<file path="src/hw/ctwu_defines.svh">
// constants for the control timer waveform unit
`ifndef CTWU_DEFINES_SVH
`define CTWU_DEFINES_SVH

`define CTWU_CNT_W        16
`define CTWU_PER_RST      16'hffff
`define CTWU_EVACT_RETRIG 3'h1
`define CTWU_DIVIDED_CLOCK_SYNC_W      3
`define CTWU_STAT_MC0     0
`define CTWU_STAT_MC1     1
`define CTWU_STAT_OVF     2
`define CTWU_STAT_W       3

`endif

</file>
<file path="src/hw/ctwu_pkg.sv">
// types for the control timer waveform unit
`default_nettype none
package ctwu_pkg;

  // waveform generation modes
  typedef enum logic [2:0] {
    CTWU_WAVE_NFRQ    = 3'b000,
    CTWU_WAVE_NPWM    = 3'b010,
    CTWU_WAVE_DUAL    = 3'b100,
    CTWU_WAVE_DUAL_A  = 3'b101,
    CTWU_WAVE_DUAL_C  = 3'b110,
    CTWU_WAVE_DUAL_CS = 3'b111
  } ctwu_wave_t;

  // counter phase within a dual ramp period
  typedef enum logic [0:0] {
    CTWU_PH_UP   = 1'b0,
    CTWU_PH_DOWN = 1'b1
  } ctwu_phase_t;

  // static configuration carried as one group
  typedef struct packed {
    logic        enable;
    ctwu_wave_t  wave;
    logic [2:0]  divided_clock_sync;
    logic        sync_divided_clock_sync;
    logic        dir_down;
    logic        buffer_update_lock;
    logic        auto_update_lock;
    logic        dma_one_shot_select;
    logic        dither_en;
    logic        capture_mode;
    logic [2:0]  event_action_select;
  } ctwu_cfg_t;

  // status flags
  typedef struct packed {
    logic counter_overflow;
    logic channel1_match_flag;
    logic channel0_match_flag;
  } ctwu_stat_t;

endpackage : ctwu_pkg
`default_nettype wire

</file>
<file path="src/hw/ctwu_timer.sv">
// control timer with two compare/capture channels and waveform outputs
//
// Overview of operation
// - The automatic lock-update setting has no effect at all.
// - In down counting the lock-update bit does not stop period reload from its shadow.
// - A retrigger in the same cycle as a channel compare corrupts that channel's period after the one the retrigger starts.
// - In one-shot DMA mode the overflow DMA trigger is absent in critical dual-ramp modes.
// - Reading a capture value does not clear its flag; a full-width write of one clears it.
`include "ctwu_defines.svh"
`default_nettype none
module ctwu_timer
  import ctwu_pkg::*;
#(
  parameter int W = `CTWU_CNT_W
) (
  input  wire logic                    ref_clk,
  input  wire logic                    arst_n,
  input  wire ctwu_cfg_t               cfg,
  input  wire logic [W-1:0]            period_shadow,
  input  wire logic                    period_shadow_wr,
  input  wire logic [W-1:0]            cmp0_in,
  input  wire logic                    cmp0_wr,
  input  wire logic [W-1:0]            cmp1_in,
  input  wire logic                    cmp1_wr,
  input  wire logic [`CTWU_STAT_W-1:0] stat_clr,
  input  wire logic                    stat_clr_full,
  input  wire logic                    event_in,
  input  wire logic                    dma_done,
  output logic [W-1:0]                 count,
  output logic [W-1:0]                 period_value,
  output ctwu_stat_t                   status,
  output logic [W-1:0]                 channel0_capture_value,
  output logic [W-1:0]                 channel1_capture_value,
  output logic [1:0]                   wave_out,
  output logic                         dma_ovf_req
);

  logic         ev_s1_q;
  logic         ev_s2_q;
  logic         ev_s3_q;
  logic         ev_rise;
  logic [7:0]   div_q;
  logic         tick;
  logic         dual;
  logic         crit;
  logic         retrig_sel;
  logic         retrig_req;
  logic         retrig_q;
  logic         retrig_go;
  logic         cnt_down;
  logic         at_top;
  logic         at_bot;
  logic         boundary;
  logic         cycle_start;
  logic         upd_ok;
  logic         ovf_evt;
  logic         dma_allow;
  logic [W-1:0] cnt_d;
  logic [W-1:0] cnt_q;
  logic [W-1:0] per_q;
  logic [W-1:0] shadow_q;
  logic         shadow_v_q;
  logic         ph_flip;
  ctwu_phase_t  phase_q;
  logic         ovf_q;
  logic         dma_q;
  logic         oneshot_q;
  logic [1:0]   mflag;
  logic [1:0]   wave_w;
  logic [W-1:0] val0;
  logic [W-1:0] val1;
  logic [1:0]   wave_q;
  logic [W-1:0] cap0_q;
  logic [W-1:0] cap1_q;
  logic         clr_ok;

  // event input comes from the asynchronous event path, two flops before use
  always_ff @(posedge ref_clk or negedge arst_n) begin
    if (!arst_n) begin
      ev_s1_q <= 1'b0;
      ev_s2_q <= 1'b0;
      ev_s3_q <= 1'b0;
    end else begin
      ev_s1_q <= event_in;
      ev_s2_q <= ev_s1_q;
      ev_s3_q <= ev_s2_q;
    end
  end
  assign ev_rise = ev_s2_q & ~ev_s3_q;

  // prescaler: divide by 2**divided_clock_sync, one-cycle tick enable
  always_ff @(posedge ref_clk or negedge arst_n) begin
    if (!arst_n) begin
      div_q <= '0;
    end else if (!cfg.enable || tick) begin
      div_q <= '0;
    end else begin
      div_q <= div_q + 8'h01;
    end
  end
  // at or past the end value, so a smaller prescaler taken mid-count does not wrap the divider
  assign tick = cfg.enable & (div_q >= (8'((9'h001 << cfg.divided_clock_sync) - 9'h001)));

  // mode decode
  assign dual = cfg.wave[2];
  assign crit = (cfg.wave == CTWU_WAVE_DUAL_C) | (cfg.wave == CTWU_WAVE_DUAL_CS);
  assign retrig_sel = (cfg.event_action_select == `CTWU_EVACT_RETRIG) & ~cfg.capture_mode;
  assign retrig_req = retrig_sel & ev_rise;
  // dual ramps run up and down in phases; the direction bit applies to single ramps
  assign cnt_down = dual ? (phase_q == CTWU_PH_DOWN) : cfg.dir_down;

  // retrigger applied at next tick when synced to divided clock, else next clock
  always_ff @(posedge ref_clk or negedge arst_n) begin
    if (!arst_n) begin
      retrig_q <= 1'b0;
    end else begin
      retrig_q <= (retrig_q | retrig_req) & ~retrig_go;
    end
  end
  assign retrig_go = (retrig_q | retrig_req) & (~cfg.sync_divided_clock_sync | tick);

  // period boundaries
  assign at_top   = (cnt_q == per_q);
  assign at_bot   = (cnt_q == '0);
  assign boundary = tick & (cnt_down ? at_bot : at_top);
  assign ph_flip  = dual & tick & (phase_q == CTWU_PH_UP ? at_top : at_bot);
  assign cycle_start = retrig_go | (tick & (dual ? (at_bot & phase_q == CTWU_PH_DOWN)
                                                  : boundary));
  assign ovf_evt  = dual ? (tick & at_bot & phase_q == CTWU_PH_DOWN) : boundary;

  // shadow reload permission: lock blocks it when up, never when down; auto lock ignored
  assign upd_ok = ~cfg.buffer_update_lock | cnt_down;

  // next count value
  always_comb begin
    cnt_d = cnt_q;
    if (retrig_go) begin
      cnt_d = cnt_down ? per_q : '0;
    end else if (tick) begin
      if (dual) begin
        cnt_d = (phase_q == CTWU_PH_UP) ? (at_top ? cnt_q - 1'b1 : cnt_q + 1'b1)
                                        : (at_bot ? cnt_q + 1'b1 : cnt_q - 1'b1);
      end else if (cnt_down) begin
        cnt_d = at_bot ? per_q : cnt_q - 1'b1;
      end else begin
        cnt_d = at_top ? '0 : cnt_q + 1'b1;
      end
    end
  end

  // counter, phase, period and its shadow
  always_ff @(posedge ref_clk or negedge arst_n) begin
    if (!arst_n) begin
      cnt_q      <= '0;
      phase_q    <= CTWU_PH_UP;
      per_q      <= W'(`CTWU_PER_RST);
      shadow_q   <= W'(`CTWU_PER_RST);
      shadow_v_q <= 1'b0;
    end else begin
      cnt_q <= cfg.enable ? cnt_d : cnt_q;
      if (retrig_go) begin
        phase_q <= CTWU_PH_UP;
      end else if (ph_flip) begin
        phase_q <= (phase_q == CTWU_PH_UP) ? CTWU_PH_DOWN : CTWU_PH_UP;
      end
      if (period_shadow_wr) begin
        shadow_q   <= period_shadow;
        shadow_v_q <= 1'b1;
      end else if (cycle_start && shadow_v_q && upd_ok) begin
        per_q      <= shadow_q;
        shadow_v_q <= 1'b0;
      end
    end
  end

  ctwu_channel #(.W(W)) u_ch0 (
    .ref_clk     (ref_clk),
    .arst_n      (arst_n),
    .tick        (tick),
    .count       (cnt_q),
    .cap_mode    (cfg.capture_mode),
    .cap_evt     (ev_rise),
    .retrig      (retrig_go),
    .cycle_start (cycle_start),
    .cmp_in      (cmp0_in),
    .cmp_wr      (cmp0_wr),
    .flag_clr    (clr_ok & stat_clr[`CTWU_STAT_MC0]),
    .match       (),
    .flag        (mflag[0]),
    .value       (val0),
    .wave_out    (wave_w[0])
  );

  ctwu_channel #(.W(W)) u_ch1 (
    .ref_clk     (ref_clk),
    .arst_n      (arst_n),
    .tick        (tick),
    .count       (cnt_q),
    .cap_mode    (cfg.capture_mode),
    .cap_evt     (ev_rise),
    .retrig      (retrig_go),
    .cycle_start (cycle_start),
    .cmp_in      (cmp1_in),
    .cmp_wr      (cmp1_wr),
    .flag_clr    (clr_ok & stat_clr[`CTWU_STAT_MC1]),
    .match       (),
    .flag        (mflag[1]),
    .value       (val1),
    .wave_out    (wave_w[1])
  );

  // only full-width status clears take effect; narrow ones are dropped
  assign clr_ok = stat_clr_full;

  // one-shot dma: no overflow request in critical dual ramps when one-shot is set
  assign dma_allow = ~(cfg.dma_one_shot_select & dual & crit);

  // overflow flag, dma request and registered outputs
  always_ff @(posedge ref_clk or negedge arst_n) begin
    if (!arst_n) begin
      ovf_q     <= 1'b0;
      dma_q     <= 1'b0;
      oneshot_q <= 1'b0;
      wave_q    <= 2'h0;
      cap0_q    <= '0;
      cap1_q    <= '0;
    end else begin
      ovf_q <= ovf_evt | (ovf_q & ~(clr_ok & stat_clr[`CTWU_STAT_OVF]));
      if (ovf_evt && dma_allow && !(cfg.dma_one_shot_select && oneshot_q)) begin
        dma_q     <= 1'b1;
        oneshot_q <= cfg.dma_one_shot_select;
      end else if (dma_done) begin
        dma_q     <= 1'b0;
        oneshot_q <= 1'b0;
      end
      wave_q <= wave_w;
      cap0_q <= val0;
      cap1_q <= val1;
    end
  end

  assign count                  = cnt_q;
  assign period_value           = per_q;
  assign status                 = '{counter_overflow: ovf_q, channel1_match_flag: mflag[1],
                                    channel0_match_flag: mflag[0]};
  assign channel0_capture_value = cap0_q;
  assign channel1_capture_value = cap1_q;
  assign wave_out               = wave_q;
  assign dma_ovf_req            = dma_q;

endmodule : ctwu_timer
`default_nettype wire

</file>
<file path="src/hw/ctwu_channel.sv">
// one compare/capture channel of the control timer
`default_nettype none
module ctwu_channel
  import ctwu_pkg::*;
#(
  parameter int W = 16
) (
  input  wire logic         ref_clk,
  input  wire logic         arst_n,
  input  wire logic         tick,
  input  wire logic [W-1:0] count,
  input  wire logic         cap_mode,
  input  wire logic         cap_evt,
  input  wire logic         retrig,
  input  wire logic         cycle_start,
  input  wire logic [W-1:0] cmp_in,
  input  wire logic         cmp_wr,
  input  wire logic         flag_clr,
  output logic              match,
  output logic              flag,
  output logic [W-1:0]      value,
  output logic              wave_out
);

  logic         hit;
  logic         corrupt_d;
  logic         corrupt_q;
  logic [W-1:0] value_q;
  logic         flag_q;
  logic         wave_q;

  // compare hit while the counter advances
  assign hit   = tick & ~cap_mode & (count == value_q);
  assign match = hit | (cap_mode & cap_evt);
  // a retrigger landing on a compare hit spoils the period after the one it starts
  assign corrupt_d = (hit & retrig) ? 1'b1 : (cycle_start ? 1'b0 : corrupt_q);

  // compare value or captured count
  always_ff @(posedge ref_clk or negedge arst_n) begin
    if (!arst_n) begin
      value_q <= '0;
    end else if (cap_mode && cap_evt) begin
      value_q <= count;
    end else if (cmp_wr) begin
      value_q <= cmp_in;
    end
  end

  // sticky flag: set wins over clear, a read never clears it
  always_ff @(posedge ref_clk or negedge arst_n) begin
    if (!arst_n) begin
      flag_q <= 1'b0;
    end else begin
      flag_q <= match | (flag_q & ~flag_clr);
    end
  end

  // waveform: high from period start until compare; corrupted period holds low
  always_ff @(posedge ref_clk or negedge arst_n) begin
    if (!arst_n) begin
      wave_q    <= 1'b0;
      corrupt_q <= 1'b0;
    end else begin
      corrupt_q <= corrupt_d;
      if (cycle_start) begin
        wave_q <= ~corrupt_q;
      end else if (hit) begin
        wave_q <= 1'b0;
      end
    end
  end

  assign flag     = flag_q;
  assign value    = value_q;
  assign wave_out = wave_q;

endmodule : ctwu_channel
`default_nettype wire

</file>
<file path="config.mk">
export PLATFORM = sky130hd
export DESIGN_NAME = ctwu_timer
export DESIGN_NICKNAME = d
export VERILOG_FILES = /design/src/hw/ctwu_pkg.sv /design/src/hw/ctwu_timer.sv /design/src/hw/ctwu_channel.sv
export VERILOG_INCLUDE_DIRS = /design/src /design/src/hw
export SDC_FILE = /design/constraint.sdc
export NUM_CORES = 1
export LEC_CHECK = 0
export BUFFER_PORTS_ARGS = -buffer_cell sky130_fd_sc_hd__clkbuf_2
export CAP_MARGIN = 20
export CORE_MARGIN = 1.5
export CORE_UTILIZATION = 47
export DETAILED_ROUTE_END_ITERATION = 6
export GPL_ROUTABILITY_DRIVEN = 0
export PLACE_DENSITY = 0.68
export SLEW_MARGIN = 20
export SYNTH_ARGS = -nofsm -noshare
export SYNTH_HDL_FRONTEND = slang
export SYNTH_HIERARCHICAL = 1
export SYNTH_SLANG_ARGS = --single-unit
</file>
<file path="constraint.sdc">
create_clock -name ref_clk -period 3.1 [get_ports ref_clk]
set_input_delay 0.62 -clock ref_clk [delete_from_list [all_inputs] [get_ports ref_clk]]
set_output_delay 0.62 -clock ref_clk [all_outputs]
set_load 0.05 [all_outputs]
</file>
## Yosys cells after proc, flatten, opt, wreduce, memory -nomap -nowiden

Cells that the tools add are included.
Widths: inputs -> output; s select.

- Register bits after elaboration: 137
- Input port bits: 76

- Add/sub/neg operators: 4
- Magnitude comparators: 1
- Equality and inequality tests: 6
- Shifts and indexed selects: 1
- Muxes and demuxes: 35
- Bitwise operators: 49
- Reductions and logical operators: 22

Operator list:

| cell | count |
|---|---|
| $mux 16 | 14 |
| $eq 16x16->1 | 3 |
| $and 1x1->1 | 27 |
| $mux 1 | 20 |
| $reduce_bool 2->1 | 10 |
| $add 16x1->16 const B | 1 |
| $logic_not 16->1 | 1 |
| $sub 16x1->16 const B | 1 |
| $not 1->1 | 12 |
| $or 1x1->1 | 10 |
| $add 8x1->8 const B | 1 |
| $ge 8x8->1 | 1 |
| $mux 8 | 1 |
| $shl 1x3->8 const A | 1 |
| $sub 8x1->8 const B | 1 |
| $eq 3x3->1 const B | 2 |
| $logic_and 1x1->1 | 6 |
| $reduce_and 2->1 | 2 |
| $eq 3x1->1 const B | 1 |
| $logic_not 1->1 | 2 |
| $logic_or 1x1->1 | 1 |

## Depth between registers and ports, before layout

Gate-level depths: netlist (run 1).

- Word-level depth: 12
- Depth in mapped cells: 12
- Gate-level depth less buffers: 11

## Modules after synthesis

Netlist (run 1), hierarchy kept.

Modules (own cells, without submodules):

| module | times used | cells each | area each (µm²) |
|---|---|---|---|
| ctwu_timer | 1 | 502 | 5360.1 |
| ctwu_channel | 2 | 106 | 1059.8 |

## Worst setup path before layout (run 1)

Ideal clock, no wire load.

- Kind: in2reg
- From: in cfg[12] (netlist bit)
- To: reg u_ch0.wave_q (netlist: u_ch0/wave_out)
- Library setup time: 0.124 ns
- Arrival time: 2.822 ns
- Data required time: 2.976 ns
- Slack: 0.154 ns
- Stages: 9
- Buffers on the path: 0
- Cells stage by stage: or3_1 ha_1 nor2b_1 o21ai_0 a21oi_1 nor2_1 o31ai_1 o21ai_0 o31a_1

- Cells in the longest elaborated chain, start to end: 9

RTL lines:

| item | RTL line | source |
|---|---|---|
| from (decl) | ctwu_timer.sv:18 | `input wire ctwu_cfg_t cfg,` |
| $shl 1x3->8 * | ctwu_timer.sv:102 | `assign tick = cfg.enable & (div_q >= (8'((9'h001 << cfg.divided_clock_sync) - 9'h001)));` |
| $sub 8x1->8 * | ctwu_timer.sv:102 |  |
| $ge 8x8->1 * | ctwu_timer.sv:102 |  |
| $and 1x1->1 * | ctwu_timer.sv:102 |  |
| named net tick | ctwu_timer.sv:43 | `logic tick;` |
| $and 1x1->1 | ctwu_timer.sv:125 | `assign boundary = tick & (cnt_down ? at_bot : at_top);` |
| $mux 1 | ctwu_timer.sv:127 | `assign cycle_start = retrig_go \| (tick & (dual ? (at_bot & phase_q == CTWU_PH_DOWN)` |
| $and 1x1->1 | ctwu_timer.sv:127 |  |
| $or 1x1->1 * | ctwu_timer.sv:127 |  |
| named net cycle_start | ctwu_timer.sv:54 | `logic cycle_start;` |
| $mux 1 or $reduce_bool 2->1 (tied branches) | -- |  |
| to (signal assigned) | ctwu_channel.sv:66 | `wave_q <= ~corrupt_q;` |
| to (decl) | ctwu_channel.sv:30 | `logic wave_q;` |

The timed path passes the listed nets; every way through them passes the cells marked *.
A chain may end at the register's enable or synchronous reset.

## Final worst setup path (run 1)

- From: reg cnt_q[1] (netlist: count[1])
- To: reg cnt_q[8] (netlist: count[8])

- Cells in the longest elaborated chain, start to end: 6

RTL lines:

| item | RTL line | source |
|---|---|---|
| from (decl) | ctwu_timer.sv:59 | `logic [W-1:0] cnt_q;` |
| from (signal assigned) | ctwu_timer.sv:160 | `cnt_q <= cfg.enable ? cnt_d : cnt_q;` |
| $add 16x1->16, or another cell as far along | ctwu_timer.sv:141, ctwu_timer.sv:142, ctwu_timer.sv:146 |  |
| $mux 16 (on tied branches) | -- |  |
| $mux 16 (on tied branches) | ctwu_timer.sv:143, ctwu_timer.sv:141 |  |
| $mux 16 * | ctwu_timer.sv:140 | `if (dual) begin` |
| $mux 16 * | ctwu_timer.sv:139 | `end else if (tick) begin` |
| $mux 16 * | ctwu_timer.sv:137 | `if (retrig_go) begin` |

Every way passes the cells marked *; elsewhere a longest branch is shown, timed or not. The select of a mux whose other input is x is not followed.

==> impl_summary.log, run 1 <==
INFO  metric timing.critical_path.fanout_max = 9
INFO  metric ant_nets = 0
INFO  metric tritoncts = done
INFO  metric worst_pin_slew = 928 ps
INFO  metric net_count_final = 953
INFO  metric synth.net_count = 800
INFO  metric hold_buffers = 0
INFO  metric setup.worst_path.class = flop to flop
INFO  metric antenna_found_initial = 0
INFO  metric post_synth.cell_area_avg = around 10 sq um
INFO  metric dr.max_layer_used = met4
INFO  metric finish.utilization = ~59%
INFO  metric fmax = 0.350 GHz
INFO  metric syn-instance-count = roughly 700
INFO  metric final_cells = 1,089
INFO  metric crit_required = 3390 ps
INFO  metric timing.critical_path.arrival = ~3200 ps
INFO  metric drt-total-wl = a little under 20,000 um
INFO  metric peakVddDrop = just under 0.4 mV
INFO  metric routed-wl-met3 = ~1400 um
INFO  metric maxSlewHeadroom = 38.2%
INFO  metric grt_setup_unrepaired = no
INFO  metric grt_max_degree = 83
INFO  metric worst_setup_path_start_kind = flop
INFO  metric drive_gt1_share = 34.4%
INFO  metric critPathMaxStageDelay = a little over 500 ps
INFO  metric number_of_detailed_routing_iterations_run_before_antenna_repair = 6
INFO  metric initial_utilization = 48.6%
INFO  metric via_count = 6,165
INFO  metric p_per_area = 732 nW/um^2
INFO  metric final_setup_violation_count = 0
INFO  metric route.detailed.wl_per_inst = around 18 um
INFO  metric yosysWarningCount = 6
INFO  metric tns = 0 ps
INFO  metric die_w = 129 um
INFO  metric max-clock-path-buffers = 2
INFO  metric totalPowerFinal = 6.67 mW
INFO  metric met1_wl = 8590 um
INFO  metric cts_post_setup_buffers_inserted = 0
INFO  metric remaining_drc_errors = 0
INFO  metric ios = 146
INFO  metric numCtsBuffers = 17
INFO  metric post_cts.resized_instances = 0
INFO  metric post_synth_instance_area = 7470 sq um
INFO  metric area_growth_syn_to_layout = 21.9%
INFO  metric final.setup_skew = around 7 ps
INFO  metric placementRows = 45
INFO  metric clock_pin_slew_on_the_worst_setup_and_hold_paths = 60 ps
INFO  metric detail_route.vias_per_cell = 5.66
INFO  metric status = finished, final reports clean
INFO  metric n_antenna_cell = 0
INFO  metric worstSetupEndpointType = flop
INFO  metric met2_length = 8800 um
INFO  metric groute.usage.overall = a little under a quarter
INFO  metric finalHoldViolations = 0
INFO  metric clock_insertion_delay_worst_skew = 420 ps
INFO  metric worst_path_max_delay_cell = sky130_fd_sc_hd__dfrtp_1
INFO  metric design.die.area = 16,700 sq um
INFO  metric hold_ws = 149 ps
INFO  metric drv_slew = 0
INFO  metric clockRootBuffer = sky130_fd_sc_hd__clkbuf_16
INFO  metric post-place-cells = between 1,000 and 1,500
INFO  metric drtIter0Drc = 550
INFO  metric cellLeakagePower = roughly 4.3 nW
INFO  metric numPortBuffers = ~140
INFO  metric h-tree-depth = 4
INFO  metric min_period = approximately 2900 ps
INFO  metric globalRoute.totalOverflow = 0
INFO  metric via_count_of_the_first_global_routing_pass = 6,177
INFO  metric drv.max_cap_violation_count = 0
INFO  metric die_height = 129 um
INFO  metric crit_path_cell_trace = inv_1 -> ha_1 -> nor4b_2 -> nand3_1 -> nor2_1 -> o22ai_1 -> nor2b_1 -> o32ai_1 -> a21oi_1
INFO  metric floorplan.core_area = 15,400 sq um
INFO  metric hpwl = 14,100 um
INFO  metric grt_pass1_wl = a little over 30,000 um
INFO  metric holdCritPathClass = input port to async pin
INFO  metric cts_sinks = 137
INFO  metric final_min_period_over_clock_period = 92.2%
[metal layers]
metal,vias up,GRT usage [%]
li1,2833,-
met1,2987,32.0
met2,299,37.6
met3,46,4.95
met4,0,10.9
met5,-,0
[cell usage in the layout, fill, tap and decap left out, types with 10 or more instances in the layout]
cell type and count:
sky130_fd_sc_hd__nor3_1 12, sky130_fd_sc_hd__dfrtp_1 105, sky130_fd_sc_hd__xor2_1 56, sky130_fd_sc_hd__nand3_1 22
sky130_fd_sc_hd__inv_1 15, sky130_fd_sc_hd__nor2_1 41, sky130_fd_sc_hd__mux2_2 25, sky130_fd_sc_hd__clkbuf_2 141
sky130_fd_sc_hd__a21oi_1 29, sky130_fd_sc_hd__buf_4 32, sky130_fd_sc_hd__o21ai_0 43, sky130_fd_sc_hd__dfstp_2 32
sky130_fd_sc_hd__mux2i_1 35, sky130_fd_sc_hd__and3_1 10, sky130_fd_sc_hd__nand2_1 72, sky130_fd_sc_hd__a211oi_1 10
sky130_fd_sc_hd__ha_1 12, sky130_fd_sc_hd__clkbuf_16 17, sky130_fd_sc_hd__xnor2_1 15
[flip-flops by register name (all words and copies together), names as in the netlist, 2 cells and up]
signal	cells
div_q	8
channel0_capture_value	16
shadow_q	16
u_ch0/value	16
count	16
u_ch1/value	16
period_value	16
channel1_capture_value	16
wave_out	2
[worst paths after layout]
| path | to | cells after the start | from | slack, ps |
|---|---|---|---|---|
| worst max-delay path | count[8] | 9 | count[1] | 240 |
| worst min-delay path | u_ch1/flag | 1 | arst_n | 150 |
| worst max register to register | count[8] | 9 | count[1] | 240 |
| worst min register to register | ev_s2_q | 0 | ev_s1_q | 350 |
| max in group asynchronous | shadow_q[11] | 2 | arst_n | 2100 |
| min in group ref_clk | ev_s1_q | 1 | event_in | 300 |
[cell type report]
cell class              instances  area, sq um
inverters                      15         56.3
clock buffers                  19          453
well taps                     211          264
fillers                      1317         6260
flip-flops and latches        137         3470
multi-input cells             517         3710
clock inverters                13          143
repair buffers                177         1020
[report_power, final]
group | total, mW | internal, mW | switching [mW] | leakage [nW]
registers | 2.31 | 2.08 | 0.225 | 1.63
logic | 2.35 | 0.770 | 1.58 | 2.35
clock network | 2.01 | 1.23 | 0.782 | 0.290
total | 6.67 | 4.08 | 2.59 | 4.27
[critical path: cells and delay by family (launching register included)]
kind	cells	cell delay (ps)
AO/OA/AOI/OAI	3	750
buffers and inverters	1	160
flip-flops	1	510
adder cells (fa/ha/maj)	1	180
AND/OR/NAND/NOR	4	1110
[metrics by stage]
step                worst slack, ps  area, sq um
finish                          242         9110
floorplan                       154         7470
global route                    154         9110
CTS                             355         9110
global placement               62.1         8510
detailed placement             72.7         8510
Note: power is estimated with default switching activity, not from simulation.
==> inputs of run 2 (changes only) <==
--- a/config.mk
+++ b/config.mk
@@ -6,13 +6,15 @@
 export SDC_FILE = /design/constraint.sdc
 export NUM_CORES = 1
 export LEC_CHECK = 0
+export ABC_AREA = 1
 export BUFFER_PORTS_ARGS = -buffer_cell sky130_fd_sc_hd__clkbuf_2
 export CAP_MARGIN = 20
+export CORE_ASPECT_RATIO = 0.9
 export CORE_MARGIN = 1.5
 export CORE_UTILIZATION = 47
 export DETAILED_ROUTE_END_ITERATION = 6
 export GPL_ROUTABILITY_DRIVEN = 0
-export PLACE_DENSITY = 0.68
+export PLACE_DENSITY = 0.67
 export SLEW_MARGIN = 20
 export SYNTH_ARGS = -nofsm -noshare
 export SYNTH_HDL_FRONTEND = slang
==> run 2 against run 1 <==
  * Die area grew 7.4%
  * Sequential power grew 8.7%
  * Setup slack gained 240 ps
  * Critical endpoint is now period_value[14]
  * Power grew 20%
  * Combinational power grew 44%
  * Non-clock buffer count shrank 6
  * Clock-buffer cell count shrank 1
==> impl_summary.log, run 2 <==
INFO  metric holdCritPathClass = input port to async pin
INFO  metric tritoncts = done
INFO  metric min_period = 2620 ps (-237 ps)
INFO  metric clock_insertion_delay_worst_skew = 430 ps (about the same)
INFO  metric route.detailed.wl_per_inst = 14.9 um (-15%)
INFO  metric drv.max_cap_violation_count = 0 (unchanged)
INFO  metric groute.usage.overall = 25.7% (+1.8 points)
INFO  metric setup.worst_path.class = flop to flop
INFO  metric placementRows = 45 (unchanged)
INFO  metric final_min_period_over_clock_period = 84.6% (-7.7 points)
INFO  metric hold_buffers = 0 (unchanged)
INFO  metric via_count = 7,710 (+25%)
INFO  metric clock_pin_slew_on_the_worst_setup_and_hold_paths = 60 ps (about the same)
INFO  metric grt_pass1_wl = 35,900 um (+16%)
INFO  metric max-clock-path-buffers = 2 (unchanged)
INFO  metric final_cells = 1,473 (+35%)
INFO  metric tns = 0 ps (unchanged)
INFO  metric detail_route.vias_per_cell = 5.23 (-7.5%)
INFO  metric numPortBuffers = 142 (unchanged)
INFO  metric crit_required = 3460 ps (+70 ps)
INFO  metric worst_path_max_delay_cell = sky130_fd_sc_hd__dfrtp_1
INFO  metric grt_max_degree = 65 (-22%)
INFO  metric post-place-cells = 1,442 (+36%)
INFO  metric area_growth_syn_to_layout = 19.7%
INFO  metric syn-instance-count = 1,101 (+55%)
INFO  metric drt-total-wl = 22,000 um (+14%)
INFO  metric timing.critical_path.arrival = 2980 ps (-170 ps)
INFO  metric h-tree-depth = 4 (unchanged)
INFO  metric mostFrequentLayoutCells = sky130_fd_sc_hd__nand2_1, sky130_fd_sc_hd__clkbuf_2, sky130_fd_sc_hd__inv_1
INFO  metric ant_nets = 0 (unchanged)
INFO  metric number_of_detailed_routing_iterations_run_before_antenna_repair = 5 (-1)
INFO  metric net_count_final = 1,338 (+40%)
INFO  metric post_synth_instance_area = 8040 sq um (+7.6%)
INFO  metric leading_cell_type_in_the_layout_fill_and_taps_excluded = sky130_fd_sc_hd__nand2_1
INFO  metric grt_setup_unrepaired = no
INFO  metric via_count_of_the_first_global_routing_pass = 7,069 (+14%)
INFO  metric post_cts.resized_instances = 0 (unchanged)
INFO  metric multiInputGateArea = 3810 sq um (+2.7%)
INFO  metric p_per_area = 830 nW/um^2 (+13%)
INFO  metric remaining_drc_errors = 0 (unchanged)
INFO  metric initial_utilization = 47.9% (-0.70 points)
INFO  metric crit_path_cell_trace = inv_2 -> ha_1 -> inv_1 -> nor3_1 -> nand3_1 -> nand2_1 -> nand3_2 -> o21ai_2 -> nand2_4 -> nand2_8 -> nand2_4 -> nand2_1 -> nand2_1
INFO  metric post_synth.cell_area_avg = 7.30 sq um (-30%)
INFO  metric critPathTopFamily = simple AND/OR/NAND/NOR gates
INFO  metric cts_sinks = 137 (unchanged)
INFO  metric totalPowerFinal = 7.99 mW (+20%)
INFO  metric cellLeakagePower = 5.20 nW (+22%)
INFO  metric die_w = 141 um (+9.1%)
INFO  metric drive_gt1_share = 23.2% (-11 points)
INFO  metric globalRoute.totalOverflow = 0 (unchanged)
INFO  metric n_antenna_cell = 0 (unchanged)
INFO  metric drtIter0Drc = 656 (+19%)
INFO  metric worst_pin_slew = 648 ps (-280 ps)
INFO  metric crit_path_buf_inv_count = 2 (+1)
INFO  metric timing.critical_path.fanout_max = 24 (+15)
INFO  metric numCtsBuffers = 17 (unchanged)
INFO  metric fillers = 1,586 (+20%)
INFO  metric synth.net_count = 1,189 (+49%)
INFO  metric cts_post_setup_buffers_inserted = 0 (unchanged)
INFO  metric antenna_found_initial = 0 (unchanged)
INFO  metric fmax = 0.382 GHz (+9.1%)
INFO  metric ios = 146 (unchanged)
INFO  metric r2r_cells = 13 (+4)
INFO  metric clockRootBuffer = sky130_fd_sc_hd__clkbuf_16
INFO  metric peakVddDrop = 0.476 mV (+21%)
INFO  metric finalHoldViolations = 0 (unchanged)
INFO  metric floorplan.core_area = 16,800 sq um (+9.2%)
INFO  metric drv_slew = 0 (unchanged)
INFO  metric status = finished, final reports clean
INFO  metric die_height = 127 um (-1.6%)
INFO  metric hpwl = 15,800 um (+12%)
INFO  metric worst_setup_path_start_kind = flop
INFO  metric maxSlewHeadroom = 56.7% (+19 points)
INFO  metric final_setup_violation_count = 0 (unchanged)
INFO  metric yosysWarningCount = 6 (unchanged)
INFO  metric seq_area = 3470 sq um (unchanged)
INFO  metric cell_depth_of_the_worst_setup_path = 13 (+4)
INFO  metric worst-r2r-setup-slack = 480 ps (+240 ps)
INFO  metric design.die.area = 17,900 sq um (+7.4%)
INFO  metric crit_top_cell = sky130_fd_sc_hd__nand2_1
INFO  metric final.setup_skew = 12.2 ps (+5.41 ps)
INFO  metric critPathMaxStageDelay = 570 ps (+60 ps)
INFO  metric worstSetupEndpointType = flop
## run 2: cell count changes in the layout (fill, tap and decap cells not counted), moves of 15 or more
| cell | before | now |
|---|---|---|
| sky130_fd_sc_hd__inv_1 | 15 | 124 |
| sky130_fd_sc_hd__inv_2 | 0 | 18 |
| sky130_fd_sc_hd__mux2i_1 | 35 | 0 |
| sky130_fd_sc_hd__nand2_1 | 72 | 372 |
| sky130_fd_sc_hd__nand3_1 | 22 | 105 |
| sky130_fd_sc_hd__nor2_1 | 41 | 116 |
| sky130_fd_sc_hd__o21ai_0 | 43 | 12 |
| sky130_fd_sc_hd__o221ai_1 | 4 | 30 |
| sky130_fd_sc_hd__xnor2_1 | 15 | 0 |
| sky130_fd_sc_hd__xor2_1 | 56 | 20 |
## run 2: worst paths after layout
| kind | to | startpoint |
|---|---|---|
| max | period_value[14] | count[1] |
| min | u_ch0/value[3] | arst_n |
| max reg2reg | period_value[14] | count[1] |
| min reg2reg | ev_s2_q | ev_s1_q |
| max in group asynchronous | period_value[14] | arst_n |
| min in group ref_clk | ev_s1_q | event_in |
## run 2: worst reg2reg max path, stage by stage, from the launching register on
cell and delay (ps):
sky130_fd_sc_hd__dfrtp_1 570, sky130_fd_sc_hd__inv_2 160, sky130_fd_sc_hd__ha_1 200, sky130_fd_sc_hd__inv_1 70, sky130_fd_sc_hd__nor3_1 220, sky130_fd_sc_hd__nand3_1 300
sky130_fd_sc_hd__nand2_1 160, sky130_fd_sc_hd__nand3_2 110, sky130_fd_sc_hd__o21ai_2 140, sky130_fd_sc_hd__nand2_4 140, sky130_fd_sc_hd__nand2_8 190, sky130_fd_sc_hd__nand2_4 160
sky130_fd_sc_hd__nand2_1 100, sky130_fd_sc_hd__nand2_1 50
## run 2: power by group
part,internal [mW],switching [mW],total (mW),leakage [nW]
logic,0.984,2.41,3.39,3.29
registers,2.13,0.382,2.51,1.63
clock network,1.27,0.816,2.08,0.287
## run 2: layout make-up
cell class,count,share of cell area [%]
clock buffers,18,4.46
well taps,211,2.74
repair buffers,171,9.85
multi-input cells,780,39.6
inverters,143,5.58
flip-flops and latches,137,36.1
clock inverters,13,1.74
## run 2: stage by stage
step	area, sq um	utilization, %	setup WS, ps	hold slack [ps]
2_1_floorplan	8040	-	687	324
3_3_place_gp	9020	53.8	383	340
3_5_place_dp	9020	53.8	346	339
4_1_cts	9620	57.3	495	201
5_1_grt	9620	57.3	282	233
6_report	9620	57.3	479	189
## run 2: layer usage
layer | track usage [%] | part of all wire [%]
met1 | 36.3 | 45
met2 | 39.1 | 45
met3 | 5.02 | 8.1
met4 | 10.4 | 2.5
met5 | 0 | 0
==> inputs of run 3 (changes only) <==
==> constraint.sdc (replaced) <==
create_clock -name ref_clk -period 2.65 [get_ports ref_clk]
set_input_delay 0.53 -clock ref_clk [delete_from_list [all_inputs] [get_ports ref_clk]]
set_output_delay 0.53 -clock ref_clk [all_outputs]
set_load 0.05 [all_outputs]
==> run 3 against run 2 <==
  * Die area did not move
  * Worst hold slack lost 140 ps
  * Largest power group unchanged
  * Critical path type unchanged
  * Sequential power increased by 17%
  * Sequential cell count did not move
==> impl_summary.log, run 3 (same netlist as run 2, synthesis figures left out) <==
INFO  metric tritoncts = done
INFO  metric route.detailed.wl_per_inst = 15.0 um (+0.25%)
INFO  metric globalRoute.totalOverflow = 0 (unchanged)
INFO  metric crit_required = 3010 ps (-450 ps)
INFO  metric timing.critical_path.arrival = 2740 ps (-240 ps)
INFO  metric final_min_period_over_clock_period = 89.8% (+5.2 points)
INFO  metric timing.final.ws_setup = 271 ps (-208 ps)
INFO  metric clockRootBuffer = sky130_fd_sc_hd__clkbuf_16
INFO  metric min_period = 2380 ps (-242 ps)
INFO  metric grt_setup_unrepaired = no
INFO  metric cts_post_setup_buffers_inserted = 0 (unchanged)
INFO  metric maxSlewHeadroom = 65.5% (+8.8 points)
INFO  metric number_of_detailed_routing_iterations_run_before_antenna_repair = 5 (unchanged)
INFO  metric ios = 146 (unchanged)
INFO  metric numCtsBuffers = 17 (unchanged)
INFO  metric fillers = 1,597 (+0.69%)
INFO  metric crit_top_cell = sky130_fd_sc_hd__nand2_1
INFO  metric mostFrequentLayoutCells = sky130_fd_sc_hd__nand2_1, sky130_fd_sc_hd__clkbuf_2, sky130_fd_sc_hd__inv_1
INFO  metric post_cts.resized_instances = 0 (unchanged)
INFO  metric ant_nets = 0 (unchanged)
INFO  metric timing.critical_path.fanout_max = 24 (unchanged)
INFO  metric max-clock-path-buffers = 2 (unchanged)
INFO  metric net_count_final = 1,345 (+0.52%)
INFO  metric clock_pin_slew_on_the_worst_setup_and_hold_paths = 70 ps (about the same)
INFO  metric hold_ws = 50.9 ps (-138 ps)
INFO  metric crit_path_buf_inv_count = 1 (-1)
INFO  metric worstSetupEndpointType = flop
INFO  metric drv.max_cap_violation_count = 0 (unchanged)
INFO  metric critPathMaxStageDelay = 600 ps (+30 ps)
INFO  metric fmax = 0.420 GHz (+10%)
INFO  metric critPathTopFamily = simple AND/OR/NAND/NOR gates
INFO  metric hpwl = 16,000 um (+1.5%)
INFO  metric detail_route.vias_per_cell = 5.18 (-0.99%)
INFO  metric final_setup_violation_count = 0 (unchanged)
INFO  metric placementRows = 45 (unchanged)
INFO  metric area_growth_syn_to_layout = 20.6%
INFO  metric h-tree-depth = 4 (unchanged)
INFO  metric finalHoldViolations = 0 (unchanged)
INFO  metric drive_gt1_share = 23.7% (+0.48 points)
INFO  metric drt-total-wl = 22,200 um (+0.79%)
INFO  metric numPortBuffers = 142 (unchanged)
INFO  metric leading_cell_type_in_the_layout_fill_and_taps_excluded = sky130_fd_sc_hd__nand2_1
INFO  metric worst_path_max_delay_cell = sky130_fd_sc_hd__dfrtp_1
INFO  metric drv_slew = 0 (unchanged)
INFO  metric groute.usage.overall = 25.7% (about the same)
INFO  metric clock_insertion_delay_worst_skew = 430 ps (about the same)
INFO  metric grt_pass1_wl = 36,000 um (+0.31%)
INFO  metric tns = 0 ps (unchanged)
INFO  metric peakVddDrop = 0.742 mV (+56%)
INFO  metric antenna_found_initial = 0 (unchanged)
INFO  metric place_ws = 34.7 ps (-311 ps)
INFO  metric final.setup_skew = 10.1 ps (-2.10 ps)
INFO  metric status = finished, final reports clean
INFO  metric crit_path_cell_trace = inv_1 -> nand2_1 -> nand2_1 -> nor2_1 -> nand2_1 -> nor2_8 -> nand2_2 -> nand2_2 -> nand3_2 -> o21ai_2 -> nand2_4 -> nand2_8 -> nand2_4 -> nand2_1 -> nand2_1
INFO  metric n_antenna_cell = 0 (unchanged)
INFO  metric worst_pin_slew = 518 ps (-130 ps)
INFO  metric drtIter0Drc = 699 (+6.6%)
INFO  metric setup.worst_path.class = flop to flop
INFO  metric worst_setup_path_start_kind = flop
INFO  metric floorplan.core_area = 16,800 sq um (unchanged)
INFO  metric cellLeakagePower = 5.25 nW (+0.95%)
INFO  metric cts_sinks = 137 (unchanged)
INFO  metric remaining_drc_errors = 0 (unchanged)
INFO  metric grt_max_degree = 56 (-14%)
INFO  metric holdCritPathClass = input port to async pin
INFO  metric design.die.area = 17,900 sq um (unchanged)
INFO  metric initial_utilization = 47.9% (unchanged)
INFO  metric p_per_area = 967 nW/um^2 (+16%)
INFO  metric die_height = 127 um (unchanged)
INFO  metric die_w = 141 um (unchanged)
INFO  metric hold_buffers = 0 (unchanged)
INFO  metric via_count = 7,675 (-0.45%)
INFO  metric via_count_of_the_first_global_routing_pass = 7,052 (-0.24%)
-- run 3: power by group --
| part | internal, mW | switching (mW) | total [mW] |
|---|---|---|---|
| combinational | 1.19 | 2.85 | 4.04 |
| clock | 1.41 | 0.990 | 2.40 |
| sequential | 2.49 | 0.437 | 2.93 |
-- run 3: stage by stage --
step | instance area [sq um] | util [%] | std cells | power [mW]
after detailed placement | 9100 | 54.2 | 1449 | 6.96
after CTS | 9690 | 57.8 | 1481 | 9.39
after global placement | 9100 | 54.2 | 1449 | 6.88
final | 9690 | 57.8 | 1481 | 9.37
after floorplan | 8040 | - | 1101 | 5.75
after global routing | 9690 | 57.8 | 1481 | 9.97
-- run 3: per-layer routing --
layer	up-vias	GRT usage [%]	wire length (um)
li1	3821	-	-
met1	3527	35.7	10300
met2	295	40.4	9820
met3	32	4.95	1530
met4	0	9.44	546
met5	-	0	0
-- run 3: worst paths after layout --
path / start / end / slack, ps / cells past startpoint
max: count[9] / period_value[12] / 270 / 15
min: arst_n / channel0_capture_value[3] / 50 / 1
max reg2reg: count[9] / period_value[12] / 270 / 15
min reg2reg: ev_s1_q / ev_s2_q / 360 / 0
max in group asynchronous: arst_n / period_value[8] / 1910 / 2
min in group ref_clk: event_in / ev_s1_q / 200 / 1
-- run 3: cell type report --
class | count | area [sq um] | area share, %
clock buffer | 18 | 429 | 4.43
clock inverter | 14 | 161 | 1.67
inverter | 143 | 537 | 5.54
multi-input combinational | 780 | 3810 | 39.3
sequential | 137 | 3470 | 35.8
tap | 211 | 264 | 2.72
timing repair buffer | 178 | 1020 | 10.6
